File: src/psc_pkg.sv
// package: shared constants for the phase shifter control port
`default_nettype none
package psc_pkg;
   localparam int WORD_BITS = 6;
   localparam int PHASE_BITS = 4;
   localparam int CLK_SYS_NS = 20;
   localparam int SCK_MIN_NS = 100;
   localparam int LES_MIN_NS = 630;
   localparam int SCK_HALF_CYC = (SCK_MIN_NS / 2 + CLK_SYS_NS - 1) / CLK_SYS_NS;
   localparam int LES_MIN_CYC = (LES_MIN_NS + CLK_SYS_NS - 1) / CLK_SYS_NS;
   localparam logic [3:0] PHASE_RESET = 4'h0;
   localparam logic [5:0] WORD_RESET = 6'h00;
   // bit positions of the six-bit word, msb first on the wire
   localparam int POS_180 = 5;
   localparam int POS_90 = 4;
   localparam int POS_45 = 3;
   localparam int POS_22P5 = 2;
   localparam int POS_SPARE_B = 1;
   localparam int POS_SPARE_A = 0;
endpackage : psc_pkg
`default_nettype wire

File: src/psc_if.sv
// interface: pins between controller and phase shifter control port
`default_nettype none
interface psc_if;
   logic serial_select;
   logic load_strobe;
   logic serial_clk;
   logic serial_data_in;
   logic phase_bit_180;
   logic phase_bit_90;
   logic phase_bit_45;
   logic serial_data_out;
   // pin22/23/24 carry load_strobe/serial_clk/serial_data_in or 22p5/spare_b/spare_a
   modport device (
      input serial_select, load_strobe, serial_clk, serial_data_in,
      input phase_bit_180, phase_bit_90, phase_bit_45,
      output serial_data_out
   );
   modport ctrl (
      output serial_select, load_strobe, serial_clk, serial_data_in,
      output phase_bit_180, phase_bit_90, phase_bit_45,
      input serial_data_out
   );
endinterface : psc_if
`default_nettype wire

File: src/psc_ctrl.sv
// controller end: drives a six-bit serial word or parallel bits
`default_nettype none
module psc_ctrl (
   input wire logic clk_sys,
   input wire logic nrst,
   psc_if.ctrl pins,
   input wire logic req,
   input wire logic req_serial,
   input wire logic [3:0] req_phase,
   input wire logic [1:0] req_spare,
   output logic busy,
   output logic [5:0] echo_word
);
   typedef enum logic [2:0] {PSC_IDLE, PSC_LOW, PSC_HIGH, PSC_LOAD, PSC_GAP} psc_state_t;
   psc_state_t state, next_state;
   logic [5:0] word, next_word;
   logic [5:0] echo, next_echo;
   logic [2:0] bit_cnt, next_bit_cnt;
   logic [5:0] tmr, next_tmr;
   logic sel, le, sck, sdi, p180, p90, p45;
   logic next_sel, next_le, next_sck, next_sdi, next_p180, next_p90, next_p45;
   logic next_busy;
   logic sdo_m, sdo_s, next_sdo_m;

   // sequence: low half, high half per bit, then strobe and gap
   always_comb begin
      next_state = state;
      next_word = word;
      next_echo = echo;
      next_bit_cnt = bit_cnt;
      next_tmr = tmr;
      next_sel = sel;
      next_le = le;
      next_sck = sck;
      next_sdi = sdi;
      next_p180 = p180;
      next_p90 = p90;
      next_p45 = p45;
      next_busy = busy;
      next_sdo_m = pins.serial_data_out;
      case (state)
         PSC_IDLE: begin
            if (req) begin
               next_busy = 1'b1;
               next_sel = req_serial;
               if (req_serial) begin
                  next_word = {req_phase, req_spare};
                  next_bit_cnt = 3'(psc_pkg::WORD_BITS);
                  next_le = 1'b0;
                  next_sck = 1'b0;
                  next_tmr = 6'(psc_pkg::SCK_HALF_CYC);
                  next_state = PSC_LOW;
               end else begin
                  {next_p180, next_p90, next_p45, next_le} = req_phase;
                  next_sck = req_spare[1];
                  next_sdi = req_spare[0];
                  next_tmr = 6'(psc_pkg::LES_MIN_CYC);
                  next_state = PSC_GAP;
               end
            end
         end
         PSC_LOW: begin
            next_sdi = word[5];
            next_tmr = tmr - 6'h01;
            if (tmr == 6'h01) begin
               next_sck = 1'b1;
               next_tmr = 6'(psc_pkg::SCK_HALF_CYC);
               next_state = PSC_HIGH;
            end
         end
         PSC_HIGH: begin
            next_tmr = tmr - 6'h01;
            if (tmr == 6'h01) begin
               next_sck = 1'b0;
               next_echo = {echo[4:0], sdo_s};
               next_word = {word[4:0], 1'b0};
               next_bit_cnt = bit_cnt - 3'h1;
               next_tmr = 6'(psc_pkg::SCK_HALF_CYC);
               next_state = (bit_cnt == 3'h1) ? PSC_LOAD : PSC_LOW;
            end
         end
         PSC_LOAD: begin
            next_tmr = tmr - 6'h01;
            if (tmr == 6'h01) begin
               next_le = 1'b1;
               next_tmr = 6'(psc_pkg::LES_MIN_CYC);
               next_state = PSC_GAP;
            end
         end
         PSC_GAP: begin
            next_tmr = tmr - 6'h01;
            if (sel && tmr == 6'(psc_pkg::LES_MIN_CYC - psc_pkg::SCK_HALF_CYC)) begin
               next_le = 1'b0;
            end
            if (tmr == 6'h01) begin
               next_busy = 1'b0;
               next_state = PSC_IDLE;
            end
         end
         default: next_state = PSC_IDLE;
      endcase
   end

   always_ff @(posedge clk_sys) begin
      if (!nrst) begin
         state <= PSC_IDLE;
         word <= psc_pkg::WORD_RESET;
         echo <= psc_pkg::WORD_RESET;
         bit_cnt <= 3'h0;
         tmr <= 6'h00;
         sel <= 1'b1;
         le <= 1'b0;
         sck <= 1'b0;
         sdi <= 1'b0;
         p180 <= 1'b0;
         p90 <= 1'b0;
         p45 <= 1'b0;
         busy <= 1'b0;
         sdo_m <= 1'b0;
         sdo_s <= 1'b0;
      end else begin
         state <= next_state;
         word <= next_word;
         echo <= next_echo;
         bit_cnt <= next_bit_cnt;
         tmr <= next_tmr;
         sel <= next_sel;
         le <= next_le;
         sck <= next_sck;
         sdi <= next_sdi;
         p180 <= next_p180;
         p90 <= next_p90;
         p45 <= next_p45;
         busy <= next_busy;
         sdo_m <= next_sdo_m;
         sdo_s <= sdo_m;
      end
   end

   assign echo_word = echo;
   assign pins.serial_select = sel;
   assign pins.load_strobe = le;
   assign pins.serial_clk = sck;
   assign pins.serial_data_in = sdi;
   assign pins.phase_bit_180 = p180;
   assign pins.phase_bit_90 = p90;
   assign pins.phase_bit_45 = p45;
endmodule : psc_ctrl
`default_nettype wire

File: src/flat_wrapper.sv
// flat-port wrapper written by rule: the top's interface ports become plain ports
module psc_ctrl_flat 
  (clk_sys, nrst, req, req_serial, req_phase, req_spare, busy, echo_word, pins_serial_select, pins_load_strobe, pins_serial_clk, pins_serial_data_in, pins_phase_bit_180, pins_phase_bit_90, pins_phase_bit_45, pins_serial_data_out);
  psc_if pins_i ();
  input wire logic clk_sys;
  input wire logic nrst;
  input wire logic req;
  input wire logic req_serial;
  input wire logic [3:0] req_phase;
  input wire logic [1:0] req_spare;
  output logic busy;
  output logic [5:0] echo_word;
  output wire logic [$bits(pins_i.serial_select)-1:0] pins_serial_select;
  output wire logic [$bits(pins_i.load_strobe)-1:0] pins_load_strobe;
  output wire logic [$bits(pins_i.serial_clk)-1:0] pins_serial_clk;
  output wire logic [$bits(pins_i.serial_data_in)-1:0] pins_serial_data_in;
  output wire logic [$bits(pins_i.phase_bit_180)-1:0] pins_phase_bit_180;
  output wire logic [$bits(pins_i.phase_bit_90)-1:0] pins_phase_bit_90;
  output wire logic [$bits(pins_i.phase_bit_45)-1:0] pins_phase_bit_45;
  input wire logic [$bits(pins_i.serial_data_out)-1:0] pins_serial_data_out;
  assign pins_serial_select = pins_i.serial_select;
  assign pins_load_strobe = pins_i.load_strobe;
  assign pins_serial_clk = pins_i.serial_clk;
  assign pins_serial_data_in = pins_i.serial_data_in;
  assign pins_phase_bit_180 = pins_i.phase_bit_180;
  assign pins_phase_bit_90 = pins_i.phase_bit_90;
  assign pins_phase_bit_45 = pins_i.phase_bit_45;
  assign pins_i.serial_data_out = pins_serial_data_out;
  psc_ctrl u_core (.clk_sys(clk_sys), .nrst(nrst), .pins(pins_i), .req(req), .req_serial(req_serial), .req_phase(req_phase), .req_spare(req_spare), .busy(busy), .echo_word(echo_word));
endmodule
File: config.mk
export PLATFORM = sky130hd
export DESIGN_NAME = psc_ctrl_flat
export DESIGN_NICKNAME = d
export VERILOG_FILES = /design/src/psc_pkg.sv /design/src/psc_if.sv /design/src/psc_ctrl.sv /design/src/flat_wrapper.sv
export SDC_FILE = /design/constraint.sdc
export NUM_CORES = 1
export LEC_CHECK = 0
export ABC_AREA = 0
export BUFFER_PORTS_ARGS = -buffer_cell sky130_fd_sc_hd__buf_2
export CAP_MARGIN = 20
export CORE_MARGIN = 4
export CORE_UTILIZATION = 55
export CTS_CLUSTER_SIZE = 12
export DETAILED_ROUTE_END_ITERATION = 10
export PLACE_DENSITY = 0.8
export SLEW_MARGIN = 20
export SYNTH_ARGS = -nofsm -noshare
export SYNTH_HDL_FRONTEND = slang
export SYNTH_SLANG_ARGS = --single-unit
File: constraint.sdc
create_clock -name clk_sys -period 3.1 [get_ports clk_sys]
set_clock_uncertainty 0.1 [all_clocks]
set_input_delay 0.155 -clock clk_sys [delete_from_list [all_inputs] [get_ports clk_sys]]
set_output_delay 0.155 -clock clk_sys [all_outputs]
set_load 0.05 [all_outputs]
==> results of run 1 <==
[kinds of logic (layout without fill, tap and decap cells)]
family,Yosys count,in the layout,synth area share
compound gates,56,56,0.190
xor+xnor,4,4,0.0192
fa+ha+maj,4,4,0.0275
buf+inv,21,45,0.0549
flops,34,34,0.373
mux,17,17,0.0968
simple gates,76,76,0.238
[flip-flops by register name (all words and copies together) (netlist names), 3 cells and up]
name,flops
u_core.echo_word,6
u_core.tmr,6
u_core.word,6
u_core.bit_cnt,3
u_core.state,3
[worst paths after layout]
check                   endpoint  slack (ns)  cells after the start
setup reg to reg  u_core.word[2]        1.02                      7
hold / removal    u_core.word[0]        0.01                      3
hold reg to reg     u_core.sdo_s        0.35                      1
setup / recovery  u_core.word[2]        1.02                      7
[routing by layer]
layer | wire length [um] | vias to the layer above | global-route usage
li1 | - | 810 | -
met1 | 1840 | 737 | 0.267
met2 | 1830 | 54 | 0.316
met3 | 226 | 4 | 0.0462
met4 | 48 | 0 | 0.0959
met5 | 0 | - | 0
[critical path: stages, from the launching register on]
cell	delay, ns
dfxtp_1	0.42
inv_1	0.08
ha_1	0.21
nor2b_1	0.14
buf_4	0.18
and3_1	0.23
o21ai_2	0.41
mux2i_1	0.23
[power breakdown]
part	switching, uW	total (uW)	leakage (uW)	internal [uW]
Sequential	42.0	510	0.000278	468
Combinational	158	254	0.000571	96.6
Clock	154	243	0.0000322	89.0
Total	354	1010	0.000881	654
[cells in the final DEF, fill, tap and decap left out, drive strengths merged, types with 2 or more instances in the layout]
cell and instances:
o21a 2, nand4b 2, o31ai 2, xor2 3, nand3 7, a21oi 19
nor2 19, nand4 3, clkbuf 6, nand2 19, dlygate4sd3 4, a31oi 4
dfxtp 34, buf 25, clkinv 2, o21ai 16, nor2b 5, nor3b 4
mux2 5, nor3 4, a211oi 2, mux2i 12, nand2b 4, inv 8
and2 2, ha 4, and4 2
[stage by stage]
step | util | cell area, um2
6_report | 0.654 | 2030
5_1_grt | 0.654 | 2030
4_1_cts | 0.654 | 2030
3_5_place_dp | 0.624 | 1940
3_3_place_gp | 0.624 | 1940
2_1_floorplan | - | 1820
[repair_timing]
action | CTS | global route
setup buffers | 0 | 0
endpoints found under the hold margin | 4 | 0
hold buffers | 4 | 0
[area by class of cell]
type                            instances  area [um2]  area share
Multi-Input combinational cell        157        1040       0.513
Clock buffer                            6        41.3      0.0203
Clock inverter                          2        13.8     0.00678
Sequential cell                        34         681       0.335
Inverter                                8        30.0      0.0148
Tap cell                               44        55.1      0.0271
Timing Repair Buffer                   29         168      0.0826
==> flow_summary.ini, run 1 <==
[outcome]
outcome = complete, no violations

[floorplan]
fp.coreArea_um2 = 3100
start_util = 0.587
dieArea_um2 = 4300
boundaryPins = 25
fp-row-count = 20
dieHeight_um = 65.6
die-width_um = 65.6

[logic_synthesis]
synth_nets = 227
synth_cell_type_count = 49
async_flop_share = 0
syn-instance-count = 212
ys_ff_latch = 34
ys_seq_area_frac = 0.373
synth.area.top_cells = dfxtp_1 (37%), mux2i_1 (6.6%), a21oi_1 (5.2%), o21ai_0 (4.1%), nand2_1 (3.9%)
syn_avg_cell_area_um2 = 8.60
mappedNetlistArea_um2 = 1820
synth_edf_count = 0
yosysTopAreaCell = dfxtp_1
synth_top_area_share = 0.373
yosys_most_used_dff = dfxtp_1
yosysWarnings = 0
synth_common_cells = dfxtp_1 (34), a21oi_1 (19), nand2_1 (19)
yosysMostFrequentCell = dfxtp_1

[critical_path]
worstPathArrival_ns = 2.25
crit_required_ns = 3.27
path_class = reg2reg
r2r_start = u_core.tmr[1]
setup.worst_path.start = u_core.tmr[1]
cp-end-kind = register
critPathLaunchType = register
cp_max_fo = 13

[sta]
tightest_slew_ns = 0.751
period_share = 0.670
hold_viol = 0
period_minus_slack_ns = 2.08
setup_viol = 0
rsz0062_at_grt = no
finalMaxSlewViolations = 0
finalSetupTns_ns = 0
max_freq_mhz = 482
slew_headroom = 0.499
setup_ws_ns = 1.02
whs_ns = 0.0102

[cts]
clockRootBuffer = clkbuf_4
cts_tree = done
cts_resized = 0
clock_latency_ns = 0.34
htreeDepth = 2
clk_pin_slew_ns = 0.11
cts_sinks = 34
cts_max_path_buffers = 2
cts_buffers = 5

[pwr]
p_per_area_nw_per_um2 = 496
p_leak_uw = 0.000881
ir_worst_vdd_uv = 305
total_power_uw = 1010

[routing]
drt_iter0_markers = 107
detail-route-antenna-nets = 0
num_vias = 1605
viasPerCell = 5.73
routedWlPerCell_um = 14.1
dr.pass1.iters = 4
drcViolationCount = 0
wirelength_mm = 3.94

[hold_path]
min-delay-start = req_spare[0]
hp-class = in2reg

[finish]
diodes = 0
fin_nets = 250
fin_cells = 280
synthToLayoutAreaGrowth_pct = 11.4
n_fill_cell = 299
drive_gt1_frac = 0.191

[grt]
grt_start_max_net_pins = 23
grt_remaining_overflow = 0
grt_pass1_wl_mm = 6.82
grt_use_total = 0.204
grt_pass1_vias = 1503
antenna_found_initial = 0

[placed_design]
dp.cells = 268
port_buffers = 24
dpl_worst_slack_ns = 1.07
gp_congestion = 0.891
dp_hpwl_mm = 2.72

[job]
cap_violations = 0
No activity file was read; power rests on OpenSTA's default activity.
==> run 2, diff against run 1 <==
clock period = 1.97 ns   (was 3.1 ns; I/O delays follow)
==> flow_summary.ini, run 2 (synthesis results as in run 1) <==
[outcome]
outcome = complete, no violations

[grt]
grt_remaining_overflow = 0
busiest_layer = met2
grt.met2_usage = 0.353
antenna_found_initial = 0
grt_pass1_vias = 1551
grt_pass1_wl_mm = 7.15
grt_use_met3 = 0.0496
use_met1 = 0.274
grt_start_max_net_pins = 21
grt_use_total = 0.216

[critical_path]
path_class = reg2reg
max_stage_delay_ns = 0.33
worstPathArrival_ns = 2.00
crit_slowest_cell = dfxtp_1
critPathLaunchType = register
crit_chain = inv_1 -> ha_1 -> nor2b_1 -> buf_6 -> and3_4 -> o21ai_2 -> buf_4 -> a31o_2
cp_max_fo = 13
cp-end-kind = register
crit_required_ns = 2.12

[routing]
routedWlPerCell_um = 14.2
detail-route-antenna-nets = 0
num_vias = 1665
drt_iter0_markers = 106
drcViolationCount = 0
viasPerCell = 5.66
dr.pass1.iters = 4
wirelength_mm = 4.18

[cts]
cts_buffers = 5
cts_max_path_buffers = 2
cts_tree = done
clk_pin_slew_ns = 0.12
clockRootBuffer = clkbuf_4
clock_latency_ns = 0.36
htreeDepth = 2
cts_sinks = 34
post_cts_buffers = 0

[finish]
n_fill_cell = 286
drive_gt1_frac = 0.232
multi_input_area_um2 = 1050
layout_common_cells = dfxtp_1 (34), buf_2 (24), nand2_1 (19), a21oi_1 (19), nor2_1 (18)
fin_nets = 264
final-seq-area_um2 = 681
mostFrequentLayoutCell = dfxtp_1
synthToLayoutAreaGrowth_pct = 18.2
diodes = 0

[sta]
setup_ws_ns = 0.119
hold_viol = 0
tightest_slew_ns = 0.554
whs_ns = 0.0687
period_share = 0.940
rsz0062_at_grt = no
period_minus_slack_ns = 1.85
max_freq_mhz = 540
setup_viol = 0
finalSetupTns_ns = 0
slew_headroom = 0.630
finalMaxSlewViolations = 0

[floorplan]
boundaryPins = 25
dieArea_um2 = 4300
start_util = 0.587
fp.coreArea_um2 = 3100
die-width_um = 65.6
dieHeight_um = 65.6
fp-row-count = 20

[pwr]
p_leak_uw = 0.000951
ir_worst_vdd_uv = 605
total_power_uw = 1680
p_per_area_nw_per_um2 = 779
p_sw_frac = 0.342
p_int_uw = 1100
seqPwrFrac = 0.469
p_comb_frac = 0.281
p_switching_uw = 575
clkPwrFrac = 0.250

[placed_design]
port_buffers = 24
gp_congestion = 0.829
dpl_worst_slack_ns = 0.127
dp_hpwl_mm = 2.96

[job]
cap_violations = 0

[hold_path]
hp-class = in2reg
## run 2: changes by cell type in the layout (fill, tap and decap cells not counted), sizes merged
cell,before,now
buf,25,37
clkbuf,6,7
dlygate4sd3,4,6
clkinv,2,1
## run 2: worst max-delay path: cells and delay by family, from the launching register on
family	cells	cell delay, ns
compound gates	2	0.30
fa+ha+maj	1	0.19
buf+inv	3	0.42
flops	1	0.33
simple gates	2	0.38
## run 2: per-layer routing
layer  vias up  wire length, um
met4         0               58
li1        826                -
met5         -                0
met2        49             2070
met1       783             1820
met3         7              227
## run 2: power by group through the flow
stage,clock (uW),sequential (uW),combinational [uW]
final,420,787,472
after CTS,421,787,466
after detailed placement,0,803,454
after floorplan,0,834,301
after global placement,0,801,448
after global routing,447,795,524
## run 2: final timing paths
check | from | end | slack [ns] | depth (start not counted)
max reg2reg | u_core.tmr[1] | u_core.bit_cnt[0] | 0.12 | 8
min | nrst | u_core.state[0] | 0.07 | 3
min reg2reg | u_core.sdo_m | u_core.sdo_s | 0.35 | 1
max | u_core.tmr[1] | u_core.bit_cnt[0] | 0.12 | 8
## run 2: cell type report
cell class,instances,area share
repair buffers,43,0.131
multi-input cells,157,0.486
well taps,44,0.0256
clock inverters,1,0.00232
flip-flops and latches,34,0.316
clock buffers,7,0.0256
inverters,8,0.0139
## run 2: through the flow
stage | area [um2] | std cells | util
CTS | 2150 | 294 | 0.692
floorplan | 1820 | 212 | -
detailed placement | 2030 | 280 | 0.653
global route | 2150 | 294 | 0.694
global placement | 2030 | 280 | 0.653
finish | 2150 | 294 | 0.694
## run 2: repair_timing
item / in CTS / in global routing
hold endpoints to repair: 6 / 0
hold buffers: 6 / 0
resized for setup: 0 / 2
endpoints found under the setup margin: 0 / 5
==> run 3, diff against run 2 <==
ABC_AREA = unset   (was 0)
PLACE_DENSITY = 0.84   (was 0.8)
==> flow_summary.ini, run 3 (synthesis results as in run 1) <==
[grt]
use_met1 = 0.290
grt.met2_usage = 0.368
antenna_found_initial = 0
grt_use_met3 = 0.0479
grt_start_max_net_pins = 21
grt_pass1_vias = 1631
grt_remaining_overflow = 0
busiest_layer = met2
grt_pass1_wl_mm = 7.49
grt_use_total = 0.225

[finish]
final_util = 0.694
mostFrequentLayoutCell = dfxtp_1
drive_gt1_frac = 0.232
diodes = 0
fin_nets = 264
layout_common_cells = dfxtp_1 (34), buf_2 (24), nand2_1 (19), a21oi_1 (19), nor2_1 (18)
synthToLayoutAreaGrowth_pct = 18.2

[pwr]
p_leak_uw = 0.000951
p_per_area_nw_per_um2 = 765
p_comb_frac = 0.284
p_switching_uw = 545
p_int_uw = 1100
seqPwrFrac = 0.480
ir_worst_vdd_uv = 555
clkPwrFrac = 0.236
total_power_uw = 1650
p_sw_frac = 0.331

[sta]
slew_headroom = 0.555
hold_viol = 0
max_freq_mhz = 544
period_share = 0.933
period_minus_slack_ns = 1.84
finalSetupTns_ns = 0
whs_ns = 0.0909
setup_ws_ns = 0.132
tightest_slew_ns = 0.667
setup_viol = 0
rsz0062_at_grt = no
finalMaxSlewViolations = 0

[critical_path]
path_class = reg2reg
cp.buffers_inverters = 3
path_delay_family = buffers and inverters
crit_chain = inv_1 -> ha_1 -> nor2b_1 -> buf_6 -> and3_4 -> o21ai_2 -> buf_4 -> a31o_2
crit_slowest_cell = dfxtp_1
cp_max_fo = 13
worstPathArrival_ns = 1.97
cp-end-kind = register
crit_required_ns = 2.10
critPathLaunchType = register
max_stage_delay_ns = 0.32

[floorplan]
boundaryPins = 25
dieArea_um2 = 4300
start_util = 0.587
die-width_um = 65.6
fp.coreArea_um2 = 3100
fp-row-count = 20
dieHeight_um = 65.6

[placed_design]
port_buffers = 24
dpl_worst_slack_ns = 0.108
dp_hpwl_mm = 2.87
gp_congestion = 0.886

[routing]
dr.pass1.iters = 5
detail-route-antenna-nets = 0
wirelength_mm = 4.17
num_vias = 1686
drcViolationCount = 0
routedWlPerCell_um = 14.2
drt_iter0_markers = 84
viasPerCell = 5.73

[cts]
clock_latency_ns = 0.33
clockRootBuffer = clkbuf_4
cts_buffers = 5
cts_tree = done
post_cts_buffers = 0
cts_sinks = 34
clk_pin_slew_ns = 0.10
htreeDepth = 2
cts_max_path_buffers = 2

[job]
cap_violations = 0

[hold_path]
hp-class = in2reg

[outcome]
outcome = complete, no violations
run 3: area by class of cell:
type	count	area, um2
clock buffers	7	55.1
clock inverters	1	5.00
fillers	255	948
inverters	8	30.0
multi-input cells	157	1050
flip-flops and latches	34	681
well taps	44	55.1
repair buffers	43	282
run 3: repair_timing:
item	in CTS	in global routing
hold buffers	6	0
endpoints found under the setup margin	0	2
gates resized for setup	0	2
endpoints found under the hold margin	6	0
run 3: routing by layer:
metal | share of wire | wire length [um]
met5 | 0 | 0
met4 | 0.0091 | 38
met3 | 0.064 | 266
met2 | 0.50 | 2070
met1 | 0.43 | 1790
run 3: worst reg2reg max path: cells and delay by family, from the launching register on:
family / cells / cell delay [ns]
AOI/OAI and AO/OA: 2 / 0.30
DFF: 1 / 0.32
and+or+nand+nor: 2 / 0.40
adders and majority gates: 1 / 0.19
buffers and inverters: 3 / 0.43
run 3: metrics by stage:
stage,cell area (um2),instances
final,2150,294
after global routing,2150,294
after CTS,2150,294
after detailed placement,2030,280
after global placement,2030,280
after floorplan,1820,212
run 3: worst paths after layout:
path | from | to | slack, ns | cells past startpoint
worst max-delay path | u_core.tmr[1] | u_core.bit_cnt[0] | 0.13 | 8
worst min-delay path | nrst | u_core.pins.serial_select | 0.09 | 3
worst max register to register | u_core.tmr[1] | u_core.bit_cnt[0] | 0.13 | 8
worst min register to register | u_core.pins.serial_clk | u_core.pins.serial_clk | 0.36 | 2
run 3: power by group through the flow:
stage | Clock (uW) | Combinational [uW] | Sequential (uW)
after floorplan | 0 | 301 | 834
after global placement | 0 | 442 | 804
after detailed placement | 0 | 448 | 805
after CTS | 403 | 461 | 790
after global routing | 433 | 521 | 800
final | 388 | 469 | 791
